`src/zac_pkg.sv`:
```
package zac_pkg;

    // ------------------------------------------------------------------
    // Timing
    // ------------------------------------------------------------------
    localparam int CLK_NS      = 20;        // Module clock period, 50 MHz.
    localparam int TICK_NS     = 1000000;   // Timer resolution, one millisecond.
    localparam int TICK_CYCLES = (TICK_NS + CLK_NS - 1) / CLK_NS;

    // ------------------------------------------------------------------
    // Register map, byte addresses
    // ------------------------------------------------------------------
    localparam logic [7:0] REG_CTRL   = 8'h00;
    localparam logic [7:0] REG_BLOCK  = 8'h04;
    localparam logic [7:0] REG_CLEAR  = 8'h08;
    localparam logic [7:0] REG_STATUS = 8'h0C;

    // ------------------------------------------------------------------
    // Control register fields
    // ------------------------------------------------------------------
    localparam int LINE_STRIDE = 8;   // Each aux line owns one byte of the control word.
    localparam int FN_LSB      = 0;   // Three bits of line function.
    localparam int ZONE_BIT    = 3;   // 0 binds the line to upstream, 1 to downstream.
    localparam int INV_BIT     = 4;   // Inverts the electrical sense of the line.
    localparam int MOST_UP_BIT = 16;  // Upstream zone is the head of the lane.
    localparam int MOST_DN_BIT = 17;  // Downstream zone is the tail of the lane.

    localparam logic [31:0] CTRL_RST  = 32'h0003_0000;
    localparam logic [15:0] BLOCK_RST = 16'h1388;   // 5000 ms.
    localparam logic [15:0] CLEAR_RST = 16'h1770;   // 6000 ms.
    localparam logic [15:0] JAM_MS    = 16'h07D0;   // 2000 ms arrival window.

    // ------------------------------------------------------------------
    // Status register fields
    // ------------------------------------------------------------------
    localparam int ST_OCC_UP = 0;
    localparam int ST_OCC_DN = 1;
    localparam int ST_LANE   = 2;
    localparam int ST_JAM    = 3;
    localparam int ST_MOT_UP = 4;
    localparam int ST_MOT_DN = 5;
    localparam int ST_ACT0   = 6;

    // ------------------------------------------------------------------
    // Types
    // ------------------------------------------------------------------
    typedef enum logic [2:0]
    {
        FN_EXT  = 3'h0,
        FN_ACC  = 3'h1,
        FN_WAKE = 3'h2,
        FN_LANE = 3'h3,
        FN_OCC  = 3'h4
    } zac_fn_e;

    typedef enum logic [1:0]
    {
        Q_CLEAR    = 2'h0,
        Q_BLOCKING = 2'h1,
        Q_BLOCKED  = 2'h3,
        Q_CLEARING = 2'h2
    } zac_qual_e;

endpackage : zac_pkg

```
`src/zac_aux_line.sv`:
```
`timescale 1ns/1ps
`default_nettype none

module zac_aux_line
(
    input  wire logic clk_i,
    input  wire logic rst_i,
    input  wire logic pin_i,
    input  wire logic inv_i,
    input  wire logic drive_i,
    input  wire logic occ_i,
    output logic      act_o,
    output logic      pin_o,
    output logic      pin_oe_o
);

    logic sync1_ff;
    logic sync2_ff;

    // ------------------------------------------------------------------
    // Pin capture and drive
    // ------------------------------------------------------------------
    // Two stages bring the pin into the clock domain; the pin outputs are registered.
    always_ff @(posedge clk_i)
    begin
        if (rst_i)
        begin
            sync1_ff <= 1'b0;
            sync2_ff <= 1'b0;
            pin_o    <= 1'b0;
            pin_oe_o <= 1'b0;
        end
        else
        begin
            sync1_ff <= pin_i;
            sync2_ff <= sync1_ff;
            pin_o    <= occ_i ^ inv_i;
            pin_oe_o <= drive_i;
        end
    end

    // With inversion the function is active while the pin is off.
    assign act_o = sync2_ff ^ inv_i;

endmodule : zac_aux_line

`default_nettype wire

```
`src/zac_lane_qual.sv`:
```
`timescale 1ns/1ps
`default_nettype none

module zac_lane_qual
#(
    parameter int W = 16
)
(
    input  wire logic         clk_i,
    input  wire logic         rst_i,
    input  wire logic         tick_i,
    input  wire logic         level_i,
    input  wire logic [W-1:0] block_ms_i,
    input  wire logic [W-1:0] clear_ms_i,
    output logic              full_o
);

    zac_pkg::zac_qual_e state_ff;
    zac_pkg::zac_qual_e nxt_state;
    logic [W-1:0]       cnt_ff;
    logic [W-1:0]       nxt_cnt;

    // ------------------------------------------------------------------
    // Block and clear qualification
    // ------------------------------------------------------------------
    // A level change in mid-count abandons the count and returns to the settled state it left.
    always_comb
    begin
        nxt_state = state_ff;
        nxt_cnt   = cnt_ff;
        case (state_ff)
            zac_pkg::Q_CLEAR:
            begin
                nxt_cnt = '0;
                if (level_i)
                    nxt_state = zac_pkg::Q_BLOCKING;
            end
            zac_pkg::Q_BLOCKING:
            begin
                if (!level_i)
                begin
                    nxt_state = zac_pkg::Q_CLEAR;
                    nxt_cnt   = '0;
                end
                else if (cnt_ff >= block_ms_i)
                begin
                    nxt_state = zac_pkg::Q_BLOCKED;
                    nxt_cnt   = '0;
                end
                else if (tick_i)
                    nxt_cnt = cnt_ff + W'(1);
            end
            zac_pkg::Q_BLOCKED:
            begin
                nxt_cnt = '0;
                if (!level_i)
                    nxt_state = zac_pkg::Q_CLEARING;
            end
            zac_pkg::Q_CLEARING:
            begin
                if (level_i)
                begin
                    nxt_state = zac_pkg::Q_BLOCKED;
                    nxt_cnt   = '0;
                end
                else if (cnt_ff >= clear_ms_i)
                begin
                    nxt_state = zac_pkg::Q_CLEAR;
                    nxt_cnt   = '0;
                end
                else if (tick_i)
                    nxt_cnt = cnt_ff + W'(1);
            end
            default:
            begin
                nxt_state = zac_pkg::Q_CLEAR;
                nxt_cnt   = '0;
            end
        endcase
    end

    // State and count registers.
    always_ff @(posedge clk_i)
    begin
        if (rst_i)
        begin
            state_ff <= zac_pkg::Q_CLEAR;
            cnt_ff   <= '0;
        end
        else
        begin
            state_ff <= nxt_state;
            cnt_ff   <= nxt_cnt;
        end
    end

    // Accumulate holds in the blocked and clearing states.
    assign full_o = state_ff[1];
endmodule : zac_lane_qual

`default_nettype wire

```
`src/zac_zone_aux_ctrl.sv`:
```
// Function
// - Tail zone releases unless told to accumulate or jammed.
// - Accumulate input stops tail zone on arrival.
// - Head zone never self-starts to take items.
// - Wake-up input runs head zone to receive.
// - Middle zone passes item when next clear.
// - Accumulate input holds middle zone's next item.
// - Lane full accumulates after full block time.
// - Lane full releases after full clear time.
// - Lane full mode disables arrival jam check.
// - Lane clear releases arriving items at once.
// - Occupancy output shows head zone holding item.
// - Tail occupancy output signals item ready.
// - Each line binds to a selectable zone.
// - Inverted input is active when pin off.
// - Inverted occupancy output is off when occupied.
// - External-control lines leave zone logic untouched.
`timescale 1ns/1ps
`default_nettype none

module zac_zone_aux_ctrl
#(
    parameter int          TICK_CYCLES = zac_pkg::TICK_CYCLES,
    parameter logic [15:0] JAM_MS      = zac_pkg::JAM_MS
)
(
    input  wire logic        clk_i,
    input  wire logic        rst_i,
    input  wire logic        wb_cyc_i,
    input  wire logic        wb_stb_i,
    input  wire logic        wb_we_i,
    input  wire logic [7:0]  wb_adr_i,
    input  wire logic [3:0]  wb_sel_i,
    input  wire logic [31:0] wb_dat_i,
    output logic      [31:0] wb_dat_o,
    output logic             wb_ack_o,
    input  wire logic        sens_up_i,
    input  wire logic        sens_dn_i,
    input  wire logic        up_arrive_i,
    input  wire logic        ds_clear_i,
    input  wire logic        ds_arrive_i,
    input  wire logic [1:0]  aux_pin_i,
    output logic      [1:0]  aux_pin_o,
    output logic      [1:0]  aux_pin_oe_o,
    output logic             motor_up_o,
    output logic             motor_dn_o,
    output logic             jam_o
);

    localparam int TW = $clog2(TICK_CYCLES + 1);

    logic [31:0]   ctrl_ff;
    logic [15:0]   block_ff;
    logic [15:0]   clear_ff;
    logic [TW-1:0] tick_cnt_ff;
    logic          tick_ff;
    logic [1:0]    sup_ff;
    logic [1:0]    sdn_ff;
    logic          occ_dn_d_ff;
    logic          wait_ff;
    logic [15:0]   jam_cnt_ff;
    logic [1:0]    act;
    logic [2:0]    fn      [2];
    logic [1:0]    zsel;
    logic [1:0]    inv;
    logic [1:0]    drive;
    logic [1:0]    occ_sel;
    logic          lane_full;

    // ------------------------------------------------------------------
    // Register bus
    // ------------------------------------------------------------------
    wire        req      = wb_cyc_i && wb_stb_i && !wb_ack_o;
    wire        wr       = req && wb_we_i;
    wire        hit_ctrl = wb_adr_i == zac_pkg::REG_CTRL;
    wire        hit_blk  = wb_adr_i == zac_pkg::REG_BLOCK;
    wire        hit_clr  = wb_adr_i == zac_pkg::REG_CLEAR;
    wire        hit_st   = wb_adr_i == zac_pkg::REG_STATUS;
    wire [31:0] wmask    = {{8{wb_sel_i[3]}}, {8{wb_sel_i[2]}},
                            {8{wb_sel_i[1]}}, {8{wb_sel_i[0]}}};
    wire [31:0] ctrl_new = (ctrl_ff & ~wmask) | (wb_dat_i & wmask);
    wire [31:0] blk_new  = ({16'h0000, block_ff} & ~wmask) | (wb_dat_i & wmask);
    wire [31:0] clr_new  = ({16'h0000, clear_ff} & ~wmask) | (wb_dat_i & wmask);
    wire        jam_clr  = wr && hit_st && wb_sel_i[0] && wb_dat_i[zac_pkg::ST_JAM];

    // ------------------------------------------------------------------
    // Zone configuration and sensing
    // ------------------------------------------------------------------
    wire most_up = ctrl_ff[zac_pkg::MOST_UP_BIT];
    wire most_dn = ctrl_ff[zac_pkg::MOST_DN_BIT];
    wire occ_up  = sup_ff[1];
    wire occ_dn  = sdn_ff[1];

    // Each line is tied to one zone; external-control lines reach no term.
    genvar gi;
    generate
        for (gi = 0; gi < 2; gi++)
        begin : g_line
            assign fn[gi]      = ctrl_ff[gi*zac_pkg::LINE_STRIDE + zac_pkg::FN_LSB +: 3];
            assign zsel[gi]    = ctrl_ff[gi*zac_pkg::LINE_STRIDE + zac_pkg::ZONE_BIT];
            assign inv[gi]     = ctrl_ff[gi*zac_pkg::LINE_STRIDE + zac_pkg::INV_BIT];
            assign drive[gi]   = fn[gi] == zac_pkg::FN_OCC;
            assign occ_sel[gi] = zsel[gi] ? occ_dn : occ_up;

            zac_aux_line u_line
            (
                .clk_i    (clk_i),
                .rst_i    (rst_i),
                .pin_i    (aux_pin_i[gi]),
                .inv_i    (inv[gi]),
                .drive_i  (drive[gi]),
                .occ_i    (occ_sel[gi]),
                .act_o    (act[gi]),
                .pin_o    (aux_pin_o[gi]),
                .pin_oe_o (aux_pin_oe_o[gi])
            );
        end
    endgenerate

    // Per-zone decoded commands from both lines.
    wire acc_up  = (act[0] && fn[0] == zac_pkg::FN_ACC && !zsel[0])
                || (act[1] && fn[1] == zac_pkg::FN_ACC && !zsel[1]);
    wire acc_dn  = (act[0] && fn[0] == zac_pkg::FN_ACC && zsel[0])
                || (act[1] && fn[1] == zac_pkg::FN_ACC && zsel[1]);
    wire wake_up = (act[0] && fn[0] == zac_pkg::FN_WAKE && !zsel[0])
                || (act[1] && fn[1] == zac_pkg::FN_WAKE && !zsel[1]);
    wire lane_l0 = fn[0] == zac_pkg::FN_LANE && zsel[0];
    wire lane_l1 = fn[1] == zac_pkg::FN_LANE && zsel[1];
    wire lane_md = most_dn && (lane_l0 || lane_l1);
    wire lane_lv = (lane_l0 && act[0]) || (lane_l1 && act[1]);

    // ------------------------------------------------------------------
    // Zone motor decisions
    // ------------------------------------------------------------------
    // The head zone only loads on a wake-up; others also load from upstream.
    wire up_feed = !occ_up && (wake_up || (!most_up && up_arrive_i));
    wire up_rel  = occ_up && !acc_up && !occ_dn;
    wire dn_hold = acc_dn || (lane_md && lane_full);
    wire dn_gate = most_dn ? (lane_md || !jam_o) : ds_clear_i;
    wire dn_rel  = occ_dn && !dn_hold && dn_gate;
    wire nxt_mu  = up_feed || up_rel;
    wire nxt_md  = dn_rel || up_rel;
    wire left_dn = occ_dn_d_ff && !occ_dn && motor_dn_o;

    // Lane full qualification on the tail zone.
    zac_lane_qual #(.W(16)) u_lane
    (
        .clk_i      (clk_i),
        .rst_i      (rst_i),
        .tick_i     (tick_ff),
        .level_i    (lane_lv),
        .block_ms_i (block_ff),
        .clear_ms_i (clear_ff),
        .full_o     (lane_full)
    );

    // ------------------------------------------------------------------
    // Registers
    // ------------------------------------------------------------------
    // Bus slave: one wait state, acknowledge for one cycle.
    always_ff @(posedge clk_i)
    begin
        if (rst_i)
        begin
            ctrl_ff  <= zac_pkg::CTRL_RST;
            block_ff <= zac_pkg::BLOCK_RST;
            clear_ff <= zac_pkg::CLEAR_RST;
            wb_ack_o <= 1'b0;
            wb_dat_o <= 32'h0000_0000;
        end
        else
        begin
            wb_ack_o <= req;
            if (wr && hit_ctrl)
                ctrl_ff <= ctrl_new;
            if (wr && hit_blk)
                block_ff <= blk_new[15:0];
            if (wr && hit_clr)
                clear_ff <= clr_new[15:0];
            if (req && !wb_we_i)
                wb_dat_o <= hit_ctrl ? ctrl_ff
                          : hit_blk  ? {16'h0000, block_ff}
                          : hit_clr  ? {16'h0000, clear_ff}
                          : hit_st   ? {24'h00_0000, act, motor_dn_o, motor_up_o,
                                        jam_o, lane_full, occ_dn, occ_up}
                          : 32'h0000_0000;
        end
    end

    // Millisecond tick divider.
    always_ff @(posedge clk_i)
    begin
        if (rst_i)
        begin
            tick_cnt_ff <= '0;
            tick_ff     <= 1'b0;
        end
        else
        begin
            tick_ff     <= tick_cnt_ff == TW'(TICK_CYCLES - 1);
            tick_cnt_ff <= (tick_cnt_ff == TW'(TICK_CYCLES - 1)) ? '0 : tick_cnt_ff + TW'(1);
        end
    end

    // Sensor synchronisers and motor drives.
    always_ff @(posedge clk_i)
    begin
        if (rst_i)
        begin
            sup_ff      <= 2'h0;
            sdn_ff      <= 2'h0;
            occ_dn_d_ff <= 1'b0;
            motor_up_o  <= 1'b0;
            motor_dn_o  <= 1'b0;
        end
        else
        begin
            sup_ff      <= {sup_ff[0], sens_up_i};
            sdn_ff      <= {sdn_ff[0], sens_dn_i};
            occ_dn_d_ff <= occ_dn;
            motor_up_o  <= nxt_mu;
            motor_dn_o  <= nxt_md;
        end
    end

    // Arrival watch after a tail release; lane full mode skips it.
    always_ff @(posedge clk_i)
    begin
        if (rst_i)
        begin
            wait_ff    <= 1'b0;
            jam_cnt_ff <= 16'h0000;
            jam_o      <= 1'b0;
        end
        else
        begin
            if (lane_md || !most_dn || ds_arrive_i)
                wait_ff <= 1'b0;
            else if (left_dn)
                wait_ff <= 1'b1;
            else if (wait_ff && jam_cnt_ff >= JAM_MS)
                wait_ff <= 1'b0;
            jam_cnt_ff <= !wait_ff ? 16'h0000 : jam_cnt_ff + {15'h0000, tick_ff};
            if (wait_ff && !lane_md && jam_cnt_ff >= JAM_MS)
                jam_o <= 1'b1;
            else if (jam_clr)
                jam_o <= 1'b0;
        end
    end
endmodule : zac_zone_aux_ctrl

`default_nettype wire

```
`config.mk`:
```
export PLATFORM = sky130hd
export DESIGN_NAME = zac_zone_aux_ctrl
export DESIGN_NICKNAME = d
export VERILOG_FILES = /design/src/zac_pkg.sv /design/src/zac_aux_line.sv /design/src/zac_lane_qual.sv /design/src/zac_zone_aux_ctrl.sv
export SDC_FILE = /design/constraint.sdc
export NUM_CORES = 1
export LEC_CHECK = 0
export ABC_AREA = 1
export BUFFER_PORTS_ARGS = -buffer_cell sky130_fd_sc_hd__buf_2
export CAP_MARGIN = 30
export CORE_UTILIZATION = 55
export CTS_BUF_LIST = sky130_fd_sc_hd__clkbuf_8
export DETAILED_ROUTE_END_ITERATION = 7
export PLACE_DENSITY = 0.76
export SLEW_MARGIN = 20
export SYNTH_ARGS = -nofsm -noshare
export SYNTH_HDL_FRONTEND = slang
export SYNTH_SLANG_ARGS = --single-unit
```
`constraint.sdc`:
```
create_clock -name clk_i -period 5.55 [get_ports clk_i]
set_clock_uncertainty 0.05 [all_clocks]
set_input_delay 0.555 -clock clk_i [delete_from_list [all_inputs] [get_ports clk_i]]
set_output_delay 0.555 -clock clk_i [all_outputs]
set_load 0.01 [all_outputs]
```
==> metrics.csv, run 1 <==
stage;metric;value;unit
die;core_area;13900;um2
clocking;cts.clk_slew.worst_paths;0.09;ns
drt;routed_wl;18200;um
drt;vias_per_cell;5.32;
timing;relSlewSlack;0.498;
grt;antenna_found_initial;0;
die;dieArea;14700;um2
synthesis;ys.flop_type;dfxtp_1;
synthesis;yosysWarnings;0;
die;row_count;43;
grt;grt_overflow_total;0;
timing;hold_viol_final;0;
clocking;clk_path_buf_depth;2;
critical_path;crit_required;5.90;ns
die;dieWidth;121;um
synthesis;syn_inst;1026;
synthesis;synth_area;7820;um2
clocking;clkLatencyLatePin;0.46;ns
final_layout;stdcell_count;1301;
power;p_per_area;255;nW/um2
clocking;hold_buffers;0;
grt;grt_max_degree;63;
critical_path;critPathCaptureType;flop;
synthesis;async_flop_share;0;
clocking;cts_buffers;17;
place;placedCellCount;1271;
power;p_leak;3.58;nW
clocking;cts-resized-gates;0;
final_layout;layout_commonest_cell;nand2_1;
grt;first_global_vias;6365;
synthesis;syn_nets;1123;
final_layout;areaGrowthSynthToFinish;12.1;%
final_layout;multi_input_area;3810;um2
final_layout;n_antenna_cell;0;
grt;grt_use_total;0.263;
hold_path;min_path_type;in2reg;
final_layout;fillerInstances;1239;
clocking;cts_tree;done;
critical_path;setup.worst_path.start_class;input port;
die;ioPinCount;96;
critical_path;path_max_fanout;62;
critical_path;crit_type;in2reg;
final_layout;regArea;3300;um2
synthesis;ys_types;44;
drt;drcViolationCount;0;
synthesis;ys_seq_area_frac;0.422;
final_layout;drive_gt1_frac;0.161;
timing;min_period;2.28;ns
die;initial_core_util;0.563;
clocking;cts.sinks;165;
place;io_buffers;95;
status;status;completed;
die;die_y;121;um
timing;fmax;439;MHz
clocking;root_buffer;clkbuf_8;
power;peakVddDrop;0.000146;V
drt;dr.first_iter.drc_count;546;
timing;setup_viol_count_final;0;
place;detailed_place_hpwl;13400;um
drt;post_drt_wl_per_cell;14.0;um
final_layout;post-route-util;0.632;
power;finalPower;0.00224;W
place;gp_congestion;0.834;
final_layout;final_cell_mix;nand2_1 (175), dfxtp_1 (165), inv_1 (137);
timing;worst_slew_pin_slew;0.753;ns
timing;post-route-period-util;0.411;
run;max_cap_violations;0;
timing;rsz0062_at_grt;false;
drt;drt.antenna.violating_nets;0;
drt;dr.pass1.iters;6;
final_layout;nets;1207;
critical_path;worstPathArrival;2.63;ns
synthesis;yosys_register_bits;165;
grt;grt_pass1_wl;30500;um
synthesis;avgSynthCellArea;7.62;um2
drt;via_count;6915;
timing;timing.hold.ws;0.243;ns
clocking;cts_setup_buffers;0;
clocking;h-tree-depth;4;
timing;maxSlewViolCount;0;
synthesis;synth-edff-count;0;
timing;setup_tns;0;ns
[per-stage QoR]
stage	setup slack, ns	instance area, um2
5_1_grt	3.05	8770
3_3_place_gp	2.85	8370
4_1_cts	3.31	8770
6_report	3.27	8770
2_1_floorplan	3.72	7820
3_5_place_dp	2.83	8390
[logic make-up (layout without fill, tap and decap cells)]
| kind of cell | Yosys count | count (layout) | synth area share |
|---|---|---|---|
| adder cells (fa/ha/maj) | 41 | 41 | 0.0656 |
| buffers and inverters | 177 | 272 | 0.0907 |
| flip-flops | 165 | 165 | 0.422 |
| AO/OA/AOI/OAI | 236 | 236 | 0.163 |
| AND/OR/NAND/NOR | 392 | 392 | 0.241 |
| XOR/XNOR | 15 | 15 | 0.0168 |
[cells in the mapped netlist, drive strengths merged (14+ instances only)]
cell,number,area share
o21ai,79,0.051
nand2,186,0.095
nand3,59,0.041
clkbuf,22,0.011
inv,142,0.068
a21oi,118,0.076
nor3,18,0.013
dfxtp,165,0.42
o211ai,14,0.013
nor2,95,0.063
ha,41,0.066
nand4,15,0.013
[critical path, stage by stage]
cell	delay, ns
buf_2	0.34
inv_2	0.36
buf_4	0.54
nand2_1	0.48
nor2_1	0.20
o21a_1	0.13
[path summary, 6_finish.rpt]
path | start | end | slack, ns | cells after the start
max | rst_i | tick_cnt_ff[10]$_SDFF_PP0_ | 3.27 | 6
min | aux_pin_i[1] | g_line[1].u_line.sync1_ff$_SDFF_PP0_ | 0.24 | 3
max reg2reg | tick_ff$_SDFF_PP0_ | jam_cnt_ff[14]$_SDFF_PP0_ | 3.34 | 10
min reg2reg | sup_ff[0]$_SDFF_PP0_ | sup_ff[1]$_SDFF_PP0_ | 0.35 | 2
[metal layers]
| layer | track usage | vias up | share of wire |
|---|---|---|---|
| li1 | - | 3565 | - |
| met1 | 0.356 | 3114 | 0.47 |
| met2 | 0.415 | 206 | 0.45 |
| met3 | 0.0550 | 30 | 0.058 |
| met4 | 0.0880 | 0 | 0.021 |
| met5 | 0 | - | 0 |
[report_power, final]
group	switching, W	internal, W
Combinational	0.000107	0.0000605
Sequential	0.0000170	0.00120
Clock	0.000445	0.000407
Total	0.000569	0.00167
[area by class of cell]
type,count,share of cell area
clock inverters,12,0.0151
inverters,144,0.0617
multi-input cells,684,0.435
repair buffers,98,0.0577
clock buffers,18,0.0283
flip-flops and latches,165,0.377
well taps,180,0.0257
Power figures use the tool's default switching activity.
==> inputs of run 2 (changes only) <==
--- a/config.mk
+++ b/config.mk
@@ -5,13 +5,13 @@
 export SDC_FILE = /design/constraint.sdc
 export NUM_CORES = 1
 export LEC_CHECK = 0
-export ABC_AREA = 1
+export ABC_AREA = 0
 export BUFFER_PORTS_ARGS = -buffer_cell sky130_fd_sc_hd__buf_2
 export CAP_MARGIN = 30
-export CORE_UTILIZATION = 55
+export CORE_UTILIZATION = 54
 export CTS_BUF_LIST = sky130_fd_sc_hd__clkbuf_8
 export DETAILED_ROUTE_END_ITERATION = 7
-export PLACE_DENSITY = 0.76
+export PLACE_DENSITY = 0.78
 export SLEW_MARGIN = 20
 export SYNTH_ARGS = -nofsm -noshare
 export SYNTH_HDL_FRONTEND = slang
==> constraint.sdc (replaced) <==
create_clock -name clk_i -period 2 [get_ports clk_i]
set_clock_uncertainty 0.05 [all_clocks]
set_input_delay 0.2 -clock clk_i [delete_from_list [all_inputs] [get_ports clk_i]]
set_output_delay 0.2 -clock clk_i [all_outputs]
set_load 0.01 [all_outputs]
==> metrics.csv, run 2 <==
stage;metric;value;unit;change
critical_path;critPathMaxStageDelay;0.46;ns;-0.08 ns
synthesis;ys_top_cells_by_count;dfxtp_1 (165), nor2_1 (140), mux2i_1 (63);;
drt;routed_wl;20300;um;+12%
clocking;cts_buffers;17;;unchanged
drt;drt.antenna.violating_nets;0;;unchanged
synthesis;syn_nets;942;;-16%
final_layout;fillerInstances;987;;-20%
die;die_y;121;um;-0.40%
critical_path;path_cells;ha_1 > a41oi_2 > o21ai_1 > a32oi_1 > nand4_1 > nand3_2 > mux2_4;;
power;peakVddDrop;0.000510;V;+250%
power;p_leak;4.13;nW;+15%
synthesis;avgSynthCellArea;9.01;um2;+18%
die;row_count;43;;unchanged
drt;vias_per_cell;5.55;;+4.5%
grt;grt_use_total;0.280;;+0.0168
grt;antenna_found_initial;0;;unchanged
final_layout;nets;1116;;-7.5%
power;p_per_area;639;nW/um2;+150%
synthesis;ys_top_cells_by_area;dfxtp_1 (43%), mux2i_1 (8.3%), nor2_1 (6.9%);;
drt;drcViolationCount;0;;unchanged
final_layout;n_antenna_cell;0;;unchanged
timing;min_period;2.04;ns;
die;initial_core_util;0.551;;-0.0126
place;io_buffers;95;;unchanged
final_layout;areaGrowthSynthToFinish;27.4;%;
status;violations;setup timing;;
power;power_switching_share;0.237;;-0.0172
grt;grt_overflow_total;0;;unchanged
synthesis;yosysMostFrequentCell;dfxtp_1;;
critical_path;cp.depth;7;;+1
critical_path;crit_buf_inv;0;;-3
clocking;clkLatencyLatePin;0.47;ns;about the same
critical_path;setup.worst_path.start_class;flop;;
timing;rsz0062_at_grt;true;;
final_layout;post-route-util;0.702;;+0.0702
grt;grt_pass1_wl;31400;um;+3.0%
timing;timing.hold.ws;0.0239;ns;-0.219 ns
critical_path;critPathCaptureType;flop;;
critical_path;slowest_stage;dfxtp_1;;
clocking;root_buffer;clkbuf_8;;
critical_path;worstPathArrival;2.35;ns;-0.28 ns
hold_path;min_to;jam_o$_SDFFE_PP0P_;;
synthesis;synth-edff-count;0;;unchanged
final_layout;final_cell_mix;dfxtp_1 (143), nor2_1 (140), buf_2 (94);;
status;status;finished with violations;;
critical_path;path_max_fanout;3;;-95%
critical_path;r2r_end;u_lane.state_ff[0]$_SDFFE_PP0P_;;
place;detailed_place_hpwl;13400;um;-0.41%
die;ioPinCount;96;;unchanged
synthesis;ys.flop_type;dfxtp_1;;
hold_path;min_path_type;in2reg;;
place;gp_congestion;0.816;;-2.1%
die;core_area;13800;um2;-0.39%
final_layout;drive_gt1_frac;0.257;;+0.0958
final_layout;stdcell_count;1210;;-7.0%
synthesis;synth_area_leader_cell;dfxtp_1;;
timing;hold_viol_final;0;;unchanged
hold_path;whs_path_depth;2;;-1
die;dieWidth;121;um;-0.40%
hold_path;holdCritStartpoint;rst_i;;
timing;fin_ws;-0.0419;ns;-3.31 ns
place;placedCellCount;1137;;-11%
power;power.internal;0.00473;W;+180%
die;dieArea;14600;um2;-0.79%
timing;setup_viol_count_final;16;;+16
power;switching_power;0.00147;W;+160%
power;finalPower;0.00620;W;+180%
run;max_cap_violations;0;;unchanged
synthesis;syn_inst;845;;-18%
synthesis;async_flop_share;0;;unchanged
timing;fmax;490;MHz;
timing;setup_tns;-0.283;ns;-0.283 ns
synthesis;ys_types;58;;+32%
critical_path;crit_required;2.31;ns;-3.59 ns
clocking;cts.clk_slew.worst_paths;0.09;ns;about the same
synthesis;yosysWarnings;0;;unchanged
timing;relSlewSlack;0.650;;+0.152
timing;post-route-period-util;1.02;;
clocking;cts_tree;done;;
grt;first_global_vias;6401;;+0.57%
synthesis;ys_seq_area_frac;0.434;;+0.0113
critical_path;r2r-start;u_lane.cnt_ff[11]$_SDFF_PP0_;;
final_layout;layout_commonest_cell;dfxtp_1;;
timing;worst_slew_pin_slew;0.524;ns;-0.229 ns
grt;grt_max_degree;53;;-16%
power;seqPwrFrac;0.537;;-0.007
timing;maxSlewViolCount;0;;unchanged
critical_path;crit_type;reg2reg;;
critical_path;reg2reg_slack;-0.04;ns;-3.38 ns
critical_path;r2r_cells;7;;-3
clocking;h-tree-depth;4;;unchanged
power;pwr-share-comb;0.059;;-0.016
synthesis;synth_area;7620;um2;-2.6%
drt;dr.first_iter.drc_count;423;;-23%
critical_path;critPathTopFamily;compound AO/OA/AOI/OAI gates;;
synthesis;yosys_register_bits;165;;unchanged
drt;via_count;6718;;-2.8%
clocking;cts.sinks;165;;unchanged
drt;dr.pass1.iters;5;;-1
synthesis;yosys.area.top_type_share;0.434;;+0.0113
clocking;clk_path_buf_depth;2;;unchanged
power;pwr-share-clk;0.404;;+0.023
drt;post_drt_wl_per_cell;16.8;um;+20%
[run 2: cell types whose count changed after synthesis, sizes merged, moves of 10 or more]
cell	before	now
nand2	186	58
inv	142	41
a21oi	118	32
mux2i	0	63
o21ai	79	16
nor2	95	141
and2	1	19
xnor2	4	21
nand3	59	44
nor2b	0	15
and3	0	14
xor2	11	25
buf	11	21
[run 2: cell families (layout without fill, tap and decap cells)]
family / Yosys count / after routing / synth area share
mux: 66 / 66 / 0.0872
fa+ha+maj: 41 / 41 / 0.0673
flops: 165 / 165 / 0.434
compound gates: 100 / 100 / 0.0925
buf+inv: 84 / 269 / 0.0471
simple gates: 343 / 343 / 0.217
xor+xnor: 46 / 46 / 0.0549
[run 2: power groups by stage]
stage / combinational [W] / clock [W] / sequential (W)
finish: 0.000365 / 0.00251 / 0.00333
global route: 0.000392 / 0.00266 / 0.00333
CTS: 0.000341 / 0.00250 / 0.00333
detailed placement: 0.000282 / 0 / 0.00341
global placement: 0.000279 / 0 / 0.00341
floorplan: 0.000148 / 0 / 0.00341
[run 2: through the flow]
stage	cell area [um2]	worst slack, ns
2_1_floorplan	7620	0.0431
3_3_place_gp	8590	-0.0187
3_5_place_dp	8590	-0.0563
4_1_cts	9600	-0.0144
5_1_grt	9700	-0.0983
6_report	9700	-0.0419
[run 2: layout make-up]
cell class              count  area, um2  area share
clock inverters            12        155      0.0160
clock buffers              18        248      0.0255
repair buffers            198       1360       0.141
flip-flops and latches    165       3340       0.344
multi-input cells         596       4220       0.435
inverters                  41        154      0.0159
well taps                 180        225      0.0232
[run 2: how the worst max path moves through the flow]
stage	startpoint	endpoint	slack, ns
finish	u_lane.cnt_ff[11]$_SDFF_PP0_	u_lane.state_ff[0]$_SDFFE_PP0P_	-0.04
global route	u_lane.cnt_ff[13]$_SDFF_PP0_	u_lane.cnt_ff[13]$_SDFF_PP0_	-0.1
CTS	u_lane.cnt_ff[12]$_SDFF_PP0_	u_lane.cnt_ff[1]$_SDFF_PP0_	-0.01
detailed placement	flop	u_lane.cnt_ff[1]$_SDFF_PP0_	-0.06
global placement	flop	u_lane.cnt_ff[1]$_SDFF_PP0_	-0.02
floorplan	flop	u_lane.cnt_ff[9]$_SDFF_PP0_	0.04
[run 2: what timing repair did]
item | CTS | global route
setup buffers | 6 | 2
cloned | 1 | 0
endpoints found under the hold margin | 68 | 0
hold buffers | 37 | 0
pin swaps | 21 | 17
endpoints found under the setup margin | 18 | 36
resized for setup | 44 | 30
[run 2: per-layer routing]
layer  track usage  vias up  wire length [um]
met5             0        -                 0
met2         0.481      225             10000
li1              -     3250                 -
met4         0.119        0               764
met3        0.0542       67              1020
met1         0.339     3176              8540
==> inputs of run 3 (changes only) <==
--- a/config.mk
+++ b/config.mk
@@ -16,3 +16,4 @@
 export SYNTH_ARGS = -nofsm -noshare
 export SYNTH_HDL_FRONTEND = slang
 export SYNTH_SLANG_ARGS = --single-unit
+export TNS_END_PERCENT = 20
==> metrics.csv, run 3 (synthesis results as in run 2) <==
stage;metric;value;unit;change
clocking;root_buffer;clkbuf_8;;
place;io_buffers;95;;unchanged
die;row_count;43;;unchanged
critical_path;reg2reg_slack;-0.04;ns;about the same
hold_path;whs_path_depth;2;;unchanged
timing;timing.hold.ws;0.0309;ns;+0.00705 ns
critical_path;r2r-start;u_lane.cnt_ff[13]$_SDFF_PP0_;;
critical_path;r2r_end;u_lane.cnt_ff[3]$_SDFF_PP0_;;
clocking;clk_path_buf_depth;2;;unchanged
die;die_y;121;um;unchanged
timing;maxSlewViolCount;0;;unchanged
die;initial_core_util;0.551;;unchanged
run;max_cap_violations;0;;unchanged
grt;antenna_found_initial;0;;unchanged
critical_path;crit_type;reg2reg;;
timing;worst_slew_pin_slew;0.503;ns;-0.0208 ns
critical_path;setup.worst_path.start_class;flop;;
final_layout;drive_gt1_frac;0.250;;-0.00777
final_layout;final_cell_mix;dfxtp_1 (144), nor2_1 (140), buf_2 (94);;
clocking;clkLatencyLatePin;0.46;ns;about the same
place;placedCellCount;1137;;unchanged
drt;wl_met1;8470;um;-0.71%
status;status;finished with violations;;
critical_path;critPathCaptureType;flop;;
timing;min_period;2.04;ns;-0.00683 ns
power;finalPower;0.00618;W;-0.40%
drt;drcViolationCount;0;;unchanged
status;violations;setup timing;;
drt;drt.antenna.violating_nets;0;;unchanged
grt;grt_max_degree;53;;unchanged
die;ioPinCount;96;;unchanged
clocking;cts.clk_slew.worst_paths;0.09;ns;about the same
place;detailed_place_hpwl;13400;um;unchanged
grt;grt_pass1_wl;31400;um;unchanged
clocking;h-tree-depth;4;;unchanged
clocking;cts_tree;done;;
final_layout;post-route-util;0.698;;-0.00362
drt;met2_length;9790;um;-2.3%
timing;post-route-period-util;1.02;;-0.00341
critical_path;r2r_cells;8;;+1
place;gp_congestion;0.816;;unchanged
die;dieWidth;121;um;unchanged
timing;fin_ws;-0.0351;ns;+0.00683 ns
final_layout;stdcell_count;1211;;+0.083%
power;p_per_area;640;nW/um2;+0.12%
timing;hold_viol_final;0;;unchanged
timing;relSlewSlack;0.664;;+0.0139
drt;via_count;6686;;-0.48%
clocking;cts.sinks;165;;unchanged
timing;fmax;491;MHz;+0.34%
timing;setup_viol_count_final;17;;+1
drt;wl_met3;994;um;-2.9%
critical_path;path_max_fanout;8;;+5
drt;vias_per_cell;5.52;;-0.56%
final_layout;nets;1116;;unchanged
power;peakVddDrop;0.000508;V;-0.51%
clocking;cts_buffers;17;;unchanged
critical_path;worstSetupStartpoint;u_lane.cnt_ff[13]$_SDFF_PP0_;;
hold_path;min_path_type;in2reg;;
final_layout;areaGrowthSynthToFinish;26.7;%;
drt;dr.first_iter.drc_count;399;;-5.7%
grt;grt_overflow_total;0;;unchanged
timing;rsz0062_at_grt;true;;
grt;first_global_vias;6401;;unchanged
final_layout;layout_commonest_cell;dfxtp_1;;
die;core_area;13800;um2;unchanged
critical_path;crit_end;u_lane.cnt_ff[3]$_SDFF_PP0_;;
critical_path;worstPathArrival;2.40;ns;+0.05 ns
drt;post_drt_wl_per_cell;16.5;um;-2.0%
grt;grt_use_total;0.280;;unchanged
drt;dr.pass1.iters;5;;unchanged
die;dieArea;14600;um2;unchanged
drt;top_layer;met4;;
critical_path;crit_required;2.36;ns;+0.05 ns
drt;routed_wl;20000;um;-1.9%
power;p_leak;4.12;nW;-0.17%
## run 3: changes by cell type in the layout (fill, tap and decap cells not counted)
cell	change
nand2_1	+1
dfxtp_1	+1
mux2_4	-2
mux2_1	+2
ha_4	-3
a21oi_2	-1
a21oi_1	+1
diode_2	+1
nand2_2	-1
ha_1	+3
dfxtp_2	-1
## run 3: power breakdown
| part | internal [W] | leakage (nW) | switching (W) |
|---|---|---|---|
| clock network | 0.00125 | 0.189 | 0.00124 |
| logic | 0.000166 | 2.59 | 0.000190 |
| registers | 0.00331 | 1.34 | 0.0000224 |
## run 3: final cells by class
cell class / count / area [um2]
Clock inverter: 12 / 155
Antenna cell: 1 / 2.50
Timing Repair Buffer: 198 / 1360
Multi-Input combinational cell: 596 / 4170
Sequential cell: 165 / 3330
Fill cell: 998 / 4170
Tap cell: 180 / 225
Inverter: 41 / 154
Clock buffer: 18 / 248
## run 3: stage by stage
step	setup TNS [ns]	worst slack [ns]	cell area (um2)
floorplan	0	0.0431	7620
global placement	-0.172	-0.0187	8590
detailed placement	-0.651	-0.0563	8590
CTS	-0.0758	-0.0144	9600
global route	-1.62	-0.140	9650
finish	-0.307	-0.0351	9650
## run 3: how the worst min path moves through the flow
stage,startpoint,to
6_report,rst_i,jam_o$_SDFFE_PP0P_
5_1_grt,rst_i,flop
4_1_cts,rst_i,flop
3_5_place_dp,wb_dat_i[17],flop
3_3_place_gp,aux_pin_i[1],g_line[1].u_line.sync1_ff$_SDFF_PP0_
2_1_floorplan,wb_dat_i[10],flop
## run 3: layer usage
layer,global-route usage,up-vias
li1,-,3254
met1,0.339,3147
met2,0.481,229
met3,0.0542,56
met4,0.119,0
met5,0,-
## run 3: critical path, stage by stage (launching register included)
cell and delay (ns):
dfxtp_4 0.38, ha_4 0.25, a211oi_2 0.22, nor2_1 0.09, nor4b_2 0.30, nand4b_1 0.19
a21oi_4 0.21, buf_6 0.15, and2_1 0.13
## run 3: repair_timing
| item | CTS | global route |
|---|---|---|
| hold buffers | 37 | 0 |
| setup endpoints to repair | 18 | 36 |
| resized for setup | 44 | 22 |
| setup buffers | 6 | 2 |
| cloned | 1 | 0 |
| endpoints found under the hold margin | 68 | 0 |
| pin swaps | 21 | 13 |
